==> src/core/dec_defines.svh <==
`ifndef DEC_DEFINES_SVH
`define DEC_DEFINES_SVH
// Counter width in bits.
`define DEC_CW            16
// Clock source field width and the stopped code.
`define DEC_CLOCK_SOURCE_SELECT_W        2
`define DEC_CLOCK_SOURCE_SELECT_STOP     2'h0
// Edge select codes (B:A).
`define DEC_EDGE_RISE     2'h1
`define DEC_EDGE_FALL     2'h2
// Channel indices whose even input may use the filter.
`define DEC_FILT_IDX0     2'h0
`define DEC_FILT_IDX1     2'h2
// Counter reset value and filter count limit.
`define DEC_CNT_RST       16'h0000
`define DEC_FILT_LEN      4'h4
`endif

==> src/core/dec_pkg.sv <==
package dec_pkg;
  // Dual capture progress within one edge pair.
  typedef enum logic [1:0] {
    ST_IDLE  = 2'b00,
    ST_FIRST = 2'b01,
    ST_DONE  = 2'b10
  } cap_state_e;
endpackage

==> src/core/dec_edge_detect.sv <==
`timescale 1ns/10ps
`default_nettype none
`include "dec_defines.svh"
// Synchronises the pin, optionally filters it, and flags both edges.
module dec_edge_detect (
  input  wire logic ref_clk,
  input  wire logic reset_n,
  input  wire logic pin_in,
  input  wire logic filter_on,
  output logic      rise_p,
  output logic      fall_p
);
  typedef struct packed {
    logic       s1;
    logic       s2;
    logic [3:0] cnt;
    logic       lvl;
    logic       rise;
    logic       fall;
  } ed_s;
  ed_s st_r;   // Registered state.
  ed_s st_nxt; // Next state.

  // The first stage feeds only the second; filter and edge logic use s2.
  always_comb begin
    st_nxt = st_r;
    st_nxt.s1 = pin_in;
    st_nxt.s2 = st_r.s1;
    st_nxt.rise = 1'b0;
    st_nxt.fall = 1'b0;
    if (st_r.s2 == st_r.lvl) begin
      st_nxt.cnt = 4'h0;
    end else if (!filter_on || st_r.cnt == `DEC_FILT_LEN) begin
      // A new level is accepted once stable long enough.
      st_nxt.lvl = st_r.s2;
      st_nxt.cnt = 4'h0;
      st_nxt.rise = st_r.s2;
      st_nxt.fall = !st_r.s2;
    end else begin
      st_nxt.cnt = st_r.cnt + 4'h1;
    end
  end

  // State register.
  always_ff @(posedge ref_clk or negedge reset_n) begin
    if (!reset_n) begin
      st_r <= '0;
    end else begin
      st_r <= st_nxt;
    end
  end

  assign rise_p = st_r.rise;
  assign fall_p = st_r.fall;
endmodule // dec_edge_detect
`default_nettype wire

==> src/core/dec_counter.sv <==
`timescale 1ns/10ps
`default_nettype none
`include "dec_defines.svh"
// Up counter that wraps from the limit back to the initial value.
module dec_counter (
  input  wire logic                   ref_clk,
  input  wire logic                   reset_n,
  input  wire logic                   run,
  input  wire logic                   load,
  input  wire logic [`DEC_CW-1:0]     load_val,
  input  wire logic                   sync_load,
  input  wire logic [`DEC_CW-1:0]     init_val,
  input  wire logic [`DEC_CW-1:0]     wrap_val,
  output logic      [`DEC_CW-1:0]     count,
  output logic                        wrapped_p
);
  typedef struct packed {
    logic [`DEC_CW-1:0] cnt;
    logic               wrap;
  } ctr_s;
  ctr_s st_r;   // Registered state.
  ctr_s st_nxt; // Next state.

  // Step from v: wrap to the initial value at the limit.
  function automatic logic [`DEC_CW-1:0] step(input logic [`DEC_CW-1:0] v,
      input logic [`DEC_CW-1:0] lim, input logic [`DEC_CW-1:0] ini);
    step = (v == lim) ? ini : v + 16'h0001;
  endfunction

  // Load has priority; a loaded value steps once so it reads as next value.
  always_comb begin
    st_nxt = st_r;
    st_nxt.wrap = 1'b0;
    if (load) begin
      st_nxt.cnt = step(load_val, wrap_val, init_val);
    end else if (sync_load) begin
      st_nxt.cnt = init_val;
    end else if (run) begin
      st_nxt.cnt = step(st_r.cnt, wrap_val, init_val);
      st_nxt.wrap = (st_r.cnt == wrap_val);
    end
  end

  // State register.
  always_ff @(posedge ref_clk or negedge reset_n) begin
    if (!reset_n) begin
      st_r <= '{cnt: `DEC_CNT_RST, wrap: 1'b0};
    end else begin
      st_r <= st_nxt;
    end
  end

  assign count = st_r.cnt;
  assign wrapped_p = st_r.wrap;
endmodule // dec_counter
`default_nettype wire

==> src/core/dual_edge_capture_unit.sv <==
// Function
// - Auto reload emits init trigger when enabled
// - Counter write emits init trigger when enabled
// - Synchronization reload emits init trigger when enabled
// - Starting clock at initial value emits trigger
// - Test mode freezes counter; writes load it
// - Test write fills values, sets flags
// - Values read written data; counter reads next
// - Dual capture needs both enable bits
// - Even filter only on pair indices 0, 2
// - Mode select A: one-shot or continuous
// - Same edges period, different edges width
// - Rise/fall positive width, fall/rise negative
// - Only even input pin is watched
// - Even edge sets even flag, interrupt
// - Odd edge sets odd flag after even
// - Value registers capture counter at edges
// - Captures need arm; one-shot clears arm
// - Continuous keeps last pair after disarm
// - Each new odd flag means fresh pair
// - Odd capture buffered until even read
`timescale 1ns/10ps
`default_nettype none
`include "dec_defines.svh"
module dual_edge_capture_unit (
  input  wire logic                  ref_clk,
  input  wire logic                  reset_n,
  input  wire logic                  even_pin,
  input  wire logic                  odd_pin,
  input  wire logic [1:0]            pair_index,
  input  wire logic                  filter_enable,
  input  wire logic                  extended_timer_enable,
  input  wire logic                  dual_capture_enable,
  input  wire logic                  mode_select_a,
  input  wire logic [1:0]            even_edge_select,
  input  wire logic [1:0]            odd_edge_select,
  input  wire logic                  even_channel_irq_enable,
  input  wire logic                  odd_channel_irq_enable,
  input  wire logic                  init_trigger_enable,
  input  wire logic                  capture_test_enable,
  input  wire logic [`DEC_CLOCK_SOURCE_SELECT_W-1:0] clock_source_select,
  input  wire logic [`DEC_CW-1:0]    counter_initial_value,
  input  wire logic [`DEC_CW-1:0]    wrap_limit,
  input  wire logic                  counter_write,
  input  wire logic [`DEC_CW-1:0]    counter_wdata,
  input  wire logic                  counter_sync,
  input  wire logic                  arm_set,
  input  wire logic                  arm_clear,
  input  wire logic                  even_flag_clear,
  input  wire logic                  odd_flag_clear,
  input  wire logic                  even_value_read,
  output logic [`DEC_CW-1:0]         counter_register,
  output logic [`DEC_CW-1:0]         even_channel_value,
  output logic [`DEC_CW-1:0]         odd_channel_value,
  output logic                       even_channel_flag,
  output logic                       odd_channel_flag,
  output logic                       even_channel_irq,
  output logic                       odd_channel_irq,
  output logic                       dual_capture_arm,
  output logic                       period_mode,
  output logic                       init_trigger
);
  typedef struct packed {
    logic [`DEC_CW-1:0]      ev_val;
    logic [`DEC_CW-1:0]      od_val;
    logic [`DEC_CW-1:0]      od_buf;
    logic                    od_pend;
    logic                    ev_flag;
    logic                    od_flag;
    logic                    ev_irq;
    logic                    od_irq;
    logic                    arm;
    logic                    period;
    logic                    trig;
    logic [`DEC_CLOCK_SOURCE_SELECT_W-1:0]  clock_source_select_d;
    dec_pkg::cap_state_e     cst;
  } cap_s;
  cap_s st_r;   // Registered state.
  cap_s st_nxt; // Next state.

  logic [`DEC_CW-1:0] count;      // Live counter value.
  logic               wrapped_p;  // Counter reloaded by its own wrap.
  logic               rise_p;     // Accepted rising edge of even pin.
  logic               fall_p;     // Accepted falling edge of even pin.
  logic               dual_mode;  // Dual edge capture selected.
  logic               use_filter; // Filter allowed on this pair.
  logic               run;        // Counter advances this cycle.
  logic               clk_start;  // Clock source goes from stopped to running.
  logic               ev_hit;     // Even channel edge seen.
  logic               od_hit;     // Odd channel edge seen.

  // Selected edge matches; only 0:1 and 1:0 are meaningful codes.
  function automatic logic edge_hit(input logic [1:0] sel,
      input logic r, input logic f);
    edge_hit = (sel == `DEC_EDGE_RISE && r) || (sel == `DEC_EDGE_FALL && f);
  endfunction

  assign dual_mode = extended_timer_enable && dual_capture_enable;
  // The filter costs latency, so it exists only on pairs 0 and 2.
  assign use_filter = filter_enable && dual_mode &&
                      (pair_index == `DEC_FILT_IDX0 ||
                       pair_index == `DEC_FILT_IDX1);
  // Test mode freezes the counter; a stopped clock source also halts it.
  assign run = !capture_test_enable &&
               (clock_source_select != `DEC_CLOCK_SOURCE_SELECT_STOP);
  assign clk_start = (st_r.clock_source_select_d == `DEC_CLOCK_SOURCE_SELECT_STOP) &&
                     (clock_source_select != `DEC_CLOCK_SOURCE_SELECT_STOP);

  // The odd pin is left unconnected to capture logic entirely.
  dec_edge_detect u_edge (
    .ref_clk   (ref_clk),
    .reset_n   (reset_n),
    .pin_in    (even_pin),
    .filter_on (use_filter),
    .rise_p    (rise_p),
    .fall_p    (fall_p)
  );

  dec_counter u_ctr (
    .ref_clk   (ref_clk),
    .reset_n   (reset_n),
    .run       (run),
    .load      (counter_write && capture_test_enable),
    .load_val  (counter_wdata),
    .sync_load ((counter_write && !capture_test_enable) || counter_sync),
    .init_val  (counter_initial_value),
    .wrap_val  (wrap_limit),
    .count     (count),
    .wrapped_p (wrapped_p)
  );

  // Both channels judge edges of the even input only.
  assign ev_hit = dual_mode && st_r.arm &&
                  edge_hit(even_edge_select, rise_p, fall_p);
  assign od_hit = dual_mode && st_r.arm &&
                  edge_hit(odd_edge_select, rise_p, fall_p);

  // Capture, flag, arm and trigger logic.
  always_comb begin
    st_nxt = st_r;
    st_nxt.clock_source_select_d = clock_source_select;
    st_nxt.period = (even_edge_select == odd_edge_select);
    // One clock pulse per reload event, any source.
    st_nxt.trig = init_trigger_enable &&
                  (wrapped_p ||
                   counter_write ||
                   counter_sync ||
                   (clk_start && count == counter_initial_value));
    // Software clears first, so a same-cycle arm_set wins below.
    if (arm_clear) begin
      st_nxt.arm = 1'b0;
    end
    if (arm_set) begin
      st_nxt.arm = 1'b1;
    end
    // Clearing the even flag restarts pairing from the idle step.
    if (even_flag_clear) begin
      st_nxt.ev_flag = 1'b0;
      st_nxt.cst = dec_pkg::ST_IDLE;
    end
    // Continuous mode may clear the odd flag alone between pairs.
    if (odd_flag_clear) begin
      st_nxt.od_flag = 1'b0;
    end
    // Odd capture waits in a buffer until the even value is read.
    if (even_value_read && st_r.od_pend) begin
      st_nxt.od_val = st_r.od_buf;
      st_nxt.od_pend = 1'b0;
    end
    if (capture_test_enable && counter_write) begin
      // Test write lands in every value register and sets every flag.
      st_nxt.ev_val = counter_wdata;
      st_nxt.od_val = counter_wdata;
      st_nxt.od_pend = 1'b0;
      st_nxt.ev_flag = 1'b1;
      st_nxt.od_flag = 1'b1;
    end else begin
      // Odd edge counts only once the even flag stands.
      if (od_hit && st_r.ev_flag) begin
        st_nxt.od_buf = count;
        st_nxt.od_pend = 1'b1;
        st_nxt.od_flag = 1'b1;
        st_nxt.cst = dec_pkg::ST_DONE;
        if (!mode_select_a) begin
          st_nxt.arm = 1'b0;
        end
      end
      // In a period pair the same edge ends one pair and opens the next.
      if (ev_hit && (!od_hit || !st_r.ev_flag || st_r.period)) begin
        st_nxt.ev_val = count;
        st_nxt.ev_flag = 1'b1;
        if (st_nxt.cst != dec_pkg::ST_DONE) begin
          st_nxt.cst = dec_pkg::ST_FIRST;
        end
      end
    end
    // Disarm never touches the values, so the last pair stays readable.
    st_nxt.ev_irq = st_nxt.ev_flag && even_channel_irq_enable;
    st_nxt.od_irq = st_nxt.od_flag && odd_channel_irq_enable;
  end

  // State register.
  always_ff @(posedge ref_clk or negedge reset_n) begin
    if (!reset_n) begin
      st_r <= '{ev_val: `DEC_CNT_RST, od_val: `DEC_CNT_RST,
                od_buf: `DEC_CNT_RST, clock_source_select_d: `DEC_CLOCK_SOURCE_SELECT_STOP,
                cst: dec_pkg::ST_IDLE, default: 1'b0};
    end else begin
      st_r <= st_nxt;
    end
  end

  assign counter_register   = count;
  assign even_channel_value = st_r.ev_val;
  assign odd_channel_value  = st_r.od_val;
  assign even_channel_flag  = st_r.ev_flag;
  assign odd_channel_flag   = st_r.od_flag;
  assign even_channel_irq   = st_r.ev_irq;
  assign odd_channel_irq    = st_r.od_irq;
  assign dual_capture_arm   = st_r.arm;
  assign period_mode        = st_r.period;
  assign init_trigger       = st_r.trig;
endmodule // dual_edge_capture_unit
`default_nettype wire

==> config.mk <==
export PLATFORM = sky130hd
export DESIGN_NAME = dual_edge_capture_unit
export DESIGN_NICKNAME = d
export VERILOG_FILES = /design/src/core/dec_pkg.sv /design/src/core/dec_edge_detect.sv /design/src/core/dec_counter.sv /design/src/core/dual_edge_capture_unit.sv
export VERILOG_INCLUDE_DIRS = /design/src /design/src/core
export SDC_FILE = /design/constraint.sdc
export NUM_CORES = 1
export LEC_CHECK = 0
export BUFFER_PORTS_ARGS = -buffer_cell sky130_fd_sc_hd__buf_2
export CAP_MARGIN = 0
export CORE_ASPECT_RATIO = 1.5
export CORE_MARGIN = 2
export CORE_UTILIZATION = 31
export DETAILED_ROUTE_END_ITERATION = 12
export PLACE_DENSITY = 0.62
export SYNTH_ARGS = -nofsm -noshare
export SYNTH_HDL_FRONTEND = slang
export SYNTH_SLANG_ARGS = --single-unit
==> constraint.sdc <==
create_clock -name ref_clk -period 2.5 [get_ports ref_clk]
set_input_delay 0.5 -clock ref_clk [delete_from_list [all_inputs] [get_ports ref_clk]]
set_output_delay 0.5 -clock ref_clk [all_outputs]
set_load 0.01 [all_outputs]
==> results.txt <==
- The total area inside the core boundary comes to 16190 um2.
* Synthesized netlist cell count: 542
* Ports: 130
- Critical path required time: 2.72 ns
* Number of global-route vias before repair: 4305
- Met2 Use GR: 32.75%
- The tree is rooted in a clkbuf_16.
- Before antenna repair, the detailed router went through 4 iterations.
- The floorplan step defined a die boundary enclosing 17590 um2.
- CTS saw 84 sinks.
- After the first detailed-routing iteration, the DRC count stood at 263.
- Endpoint arrival time on the critical path: 2.32 ns
- For this configuration, the core starts out at a cell density of 31.63%.
- RSZ-0062 raised after global routing: no
- The first global-routing pass estimated 23730 um of wire.
* Die X: 108.9 um
* Register area share after synthesis: 41.05%
- At the pin with the least slew margin, the transition time is 0.7650 ns.
- Cts bufs inserted: 9
- Portion of total power attributed to sequential cells: 42.2%
* Max Root-Sink Buffers: 2
- Summing over every cut layer, the via total after detailed routing is 4280.
* GR Util met1: 20.35%
- DIE HEIGHT: 161.4 um
- In the routed design, unresolved DRC markers number 0.
- In the synthesized netlist the async set-or-reset flop fraction comes to 100.0%.
- For this run, global-route usage on met3 was measured as 4.399%.
* Dominant cells by area after synthesis: dfrtp_1, xor2_1, buf_4
- After layout, the minimum clock period comes to 2.095 ns.
- Switching power of the nets: 0.001224 W
* Final clock skew: 0.007179 ns
- STA classifies the critical path endpoint as a flip-flop.
- Count of pins over their slew limit: 0
- In the final routed layout, each cell accounts on average for 18.54 um.
- Hold Vio Cnt, Final: 0
* Number of resized instances in the post-cts repair step: 0
- From synthesis to final layout, the design area changed by 19.25%.
- The number of nets handed over by synthesis was 621.
* Post-route antenna net violation count: 0
- In this run, distinct cell masters in the synthesized netlist total 51.
- Via-per-instance ratio: 5.035
- In this run, the clock network consumes 33.4% of the power.
- Synthesized area per cell: 9.449 um2
- Combinational share of power: 24.4%
- Among all flip-flop cells after synthesis, the most frequent one is dfrtp_1.
* Total routing resource utilization after global routing: 18.28%
- Min-delay worst type: in -> async
- Max-Slew Margin vs Limit: 49.00%
- Clock-pin slew reported for the worst setup and hold paths after clock tree synthesis: 0.07 ns
- Yosys mapped a number of flops with a built-in enable equal to 0.
- The later pin in the worst-skew pair is clocked with a latency of 0.34 ns.
* Count of input and output buffers: 127
- Standby leakage power: 2.891 nW
* Setup total negative slack: 0 ns
- Number of buffers added to fix hold violations after cts: 0
* Final setup vio count: 0
* Count of cells along the worst register-to-register path: 8
- Synthesis inferred 84 register bits.
- Derived from the worst setup path, the maximum achievable clock frequency is 477.2 MHz.
* Dominant cell type by area after synthesis: dfrtp_1
* Final cycle utilization of the critical path: 83.82%
- Setup crit start kind: flip-flop
- The synthesized design devotes to its leading area cell type 41.05% of total area.
* Fill cells: 1664
- Number of antenna violations at the first check in global routing: 1
- Number of post-CTS setup repair buffers: 0
* Maximum fanout along the worst path: 8
* Sw frac: 32.02%
- Detail Placement HPWL: 12240 um
* Placer Congestion: 0.9043
* Total routed wirelength: 15760 um
- The cell area that synthesis handed to floorplanning was 5121 um2.
- Dividing total power by cell area gives a power density of 625.8 nW/um2.
- Share of final-layout standard cells stronger than drive strength 1: 30.17%
- Row generation in the floorplan step produced 57 rows.
* Outcome: completed
* Count of synthesis-stage warnings from yosys: 0
- Max-cap violations in this run came to 0.
- Kind of critical path: reg -> reg
- Maximum level of the CTS H-tree: 3
* Cell-internal power: 0.002598 W
* Core utilization of the finished layout: 37.72%
* Busiest layer in global routing: met2
* Final #Nets: 717
- TritonCTS built the clock tree.
- Residual overflow from global routing: 0
* Pin count of the biggest net entering global routing: 39
- Worst IR Drop VDD: 0.0003102 V
-- synthesized netlist by cell type (all sizes together), types with 2 or more instances --
master,n
o22ai,2
buf,58
a221o,4
nor3,12
a31oi,17
mux2i,22
a211oi,3
nor3b,3
nand2b,3
dfrtp,84
and4,3
xor2,61
o221ai,3
o21a,2
inv,8
or3,4
nand2,61
mux2,17
nor2b,2
nand3b,3
nand4,11
ha,4
nor2,35
xnor2,17
and3,5
a21oi,26
o21ai,11
clkbuf,12
nand3,14
a221oi,4
and2,6
nor4,14
-- area by class of cell --
type	instances	area, um2	area share [%]
clock inverter	6	47.55	0.7785
timing repair buffer	155	873.3	14.30
sequential	84	2102	34.42
antenna	1	2.502	0.04098
clock buffer	10	229.0	3.749
inverter	8	30.03	0.4917
multi-input combinational	380	2565	42.00
tap	206	257.7	4.220
-- placed cells by master (no fill, tap or decap), types with 8 or more instances in the layout --
cell	netlist	layout
buf_2	20	126
dfrtp_1	84	84
xor2_1	60	60
nand2_1	60	59
nor2_1	35	35
buf_4	32	27
a21oi_1	26	26
mux2i_1	22	22
a31oi_1	17	17
xnor2_1	17	17
mux2_2	15	15
nand3_1	14	14
nor4_1	12	12
nor3_1	12	12
nand4_1	11	11
o21ai_0	11	10
clkbuf_16	0	9
inv_1	8	8
-- power groups by stage --
| stage | combinational, W | sequential, W | clock (W) |
|---|---|---|---|
| finish | 0.000932 | 0.00161 | 0.00128 |
| CTS | 0.000942 | 0.00161 | 0.00132 |
| global placement | 0.000931 | 0.00163 | 0 |
| global route | 0.00101 | 0.00163 | 0.00136 |
| detailed placement | 0.000937 | 0.00164 | 0 |
| floorplan | 0.000602 | 0.00163 | 0 |
-- final timing paths --
| kind | start | to | slack, ns |
|---|---|---|---|
| worst max-delay path | u_ctr.count[0] | u_ctr.count[10] | 0.40 |
| worst min-delay path | reset_n | odd_channel_flag | 0.09 |
| worst max register to register | u_ctr.count[0] | u_ctr.count[10] | 0.40 |
| worst min register to register | u_edge.st_nxt[7] | u_edge.st_r[7] | 0.35 |
| max in group asynchronous | reset_n | st_r[24] | 1.76 |
| min in group ref_clk | even_pin | u_edge.st_nxt[7] | 0.26 |
-- sequential cells by signal, summed over array words and instances, names as in the netlist, 6 cells and up --
| name | count |
|---|---|
| st_r | 19 |
| even_channel_value | 16 |
| odd_channel_value | 16 |
| u_ctr.count | 16 |
| u_edge.st_r | 6 |
-- routing by layer --
layer | vias to the layer above | share of wire, %
met4 | 0 | 2.7
met1 | 2085 | 37
met3 | 23 | 6.3
met2 | 135 | 54
li1 | 2037 | -
met5 | - | 0
-- critical path, stage by stage, from the launching register on --
cell	delay, ns
dfrtp_1	0.40
buf_4	0.18
ha_1	0.23
and4_1	0.19
and3_1	0.21
and3_1	0.19
o21ai_0	0.12
o21ai_0	0.10
a221oi_1	0.36
-- logic make-up (layout without fill, tap and decap cells) --
family                   count (synthesis)  count (layout)  share of synthesized area, %
flip-flops                              84              84                         41.05
XOR/XNOR                                78              78                         13.49
buffers and inverters                   78             179                         8.991
multiplexers                            39              39                         8.038
adder cells (fa/ha/maj)                  4               4                        0.9773
AO/OA/AOI/OAI                           80              80                         10.24
AND/OR/NAND/NOR                        179             179                         17.22
other                                    0               1                             0
-- per-stage QoR --
stage / hold WS (ns) / std cells / instance area (um2) / setup WS [ns] / total power (W)
floorplan: 0.2044 / 542 / 5121 / 0.4645 / 0.002235
global placement: 0.3372 / 833 / 5828 / 0.2402 / 0.002564
detailed placement: 0.3450 / 833 / 5828 / 0.1883 / 0.002576
CTS: 0.1038 / 849 / 6105 / 0.3989 / 0.003877
global route: 0.1262 / 849 / 6105 / 0.2759 / 0.004009
finish: 0.09381 / 850 / 6107 / 0.4045 / 0.003822
(Power assumes the default switching activity.)
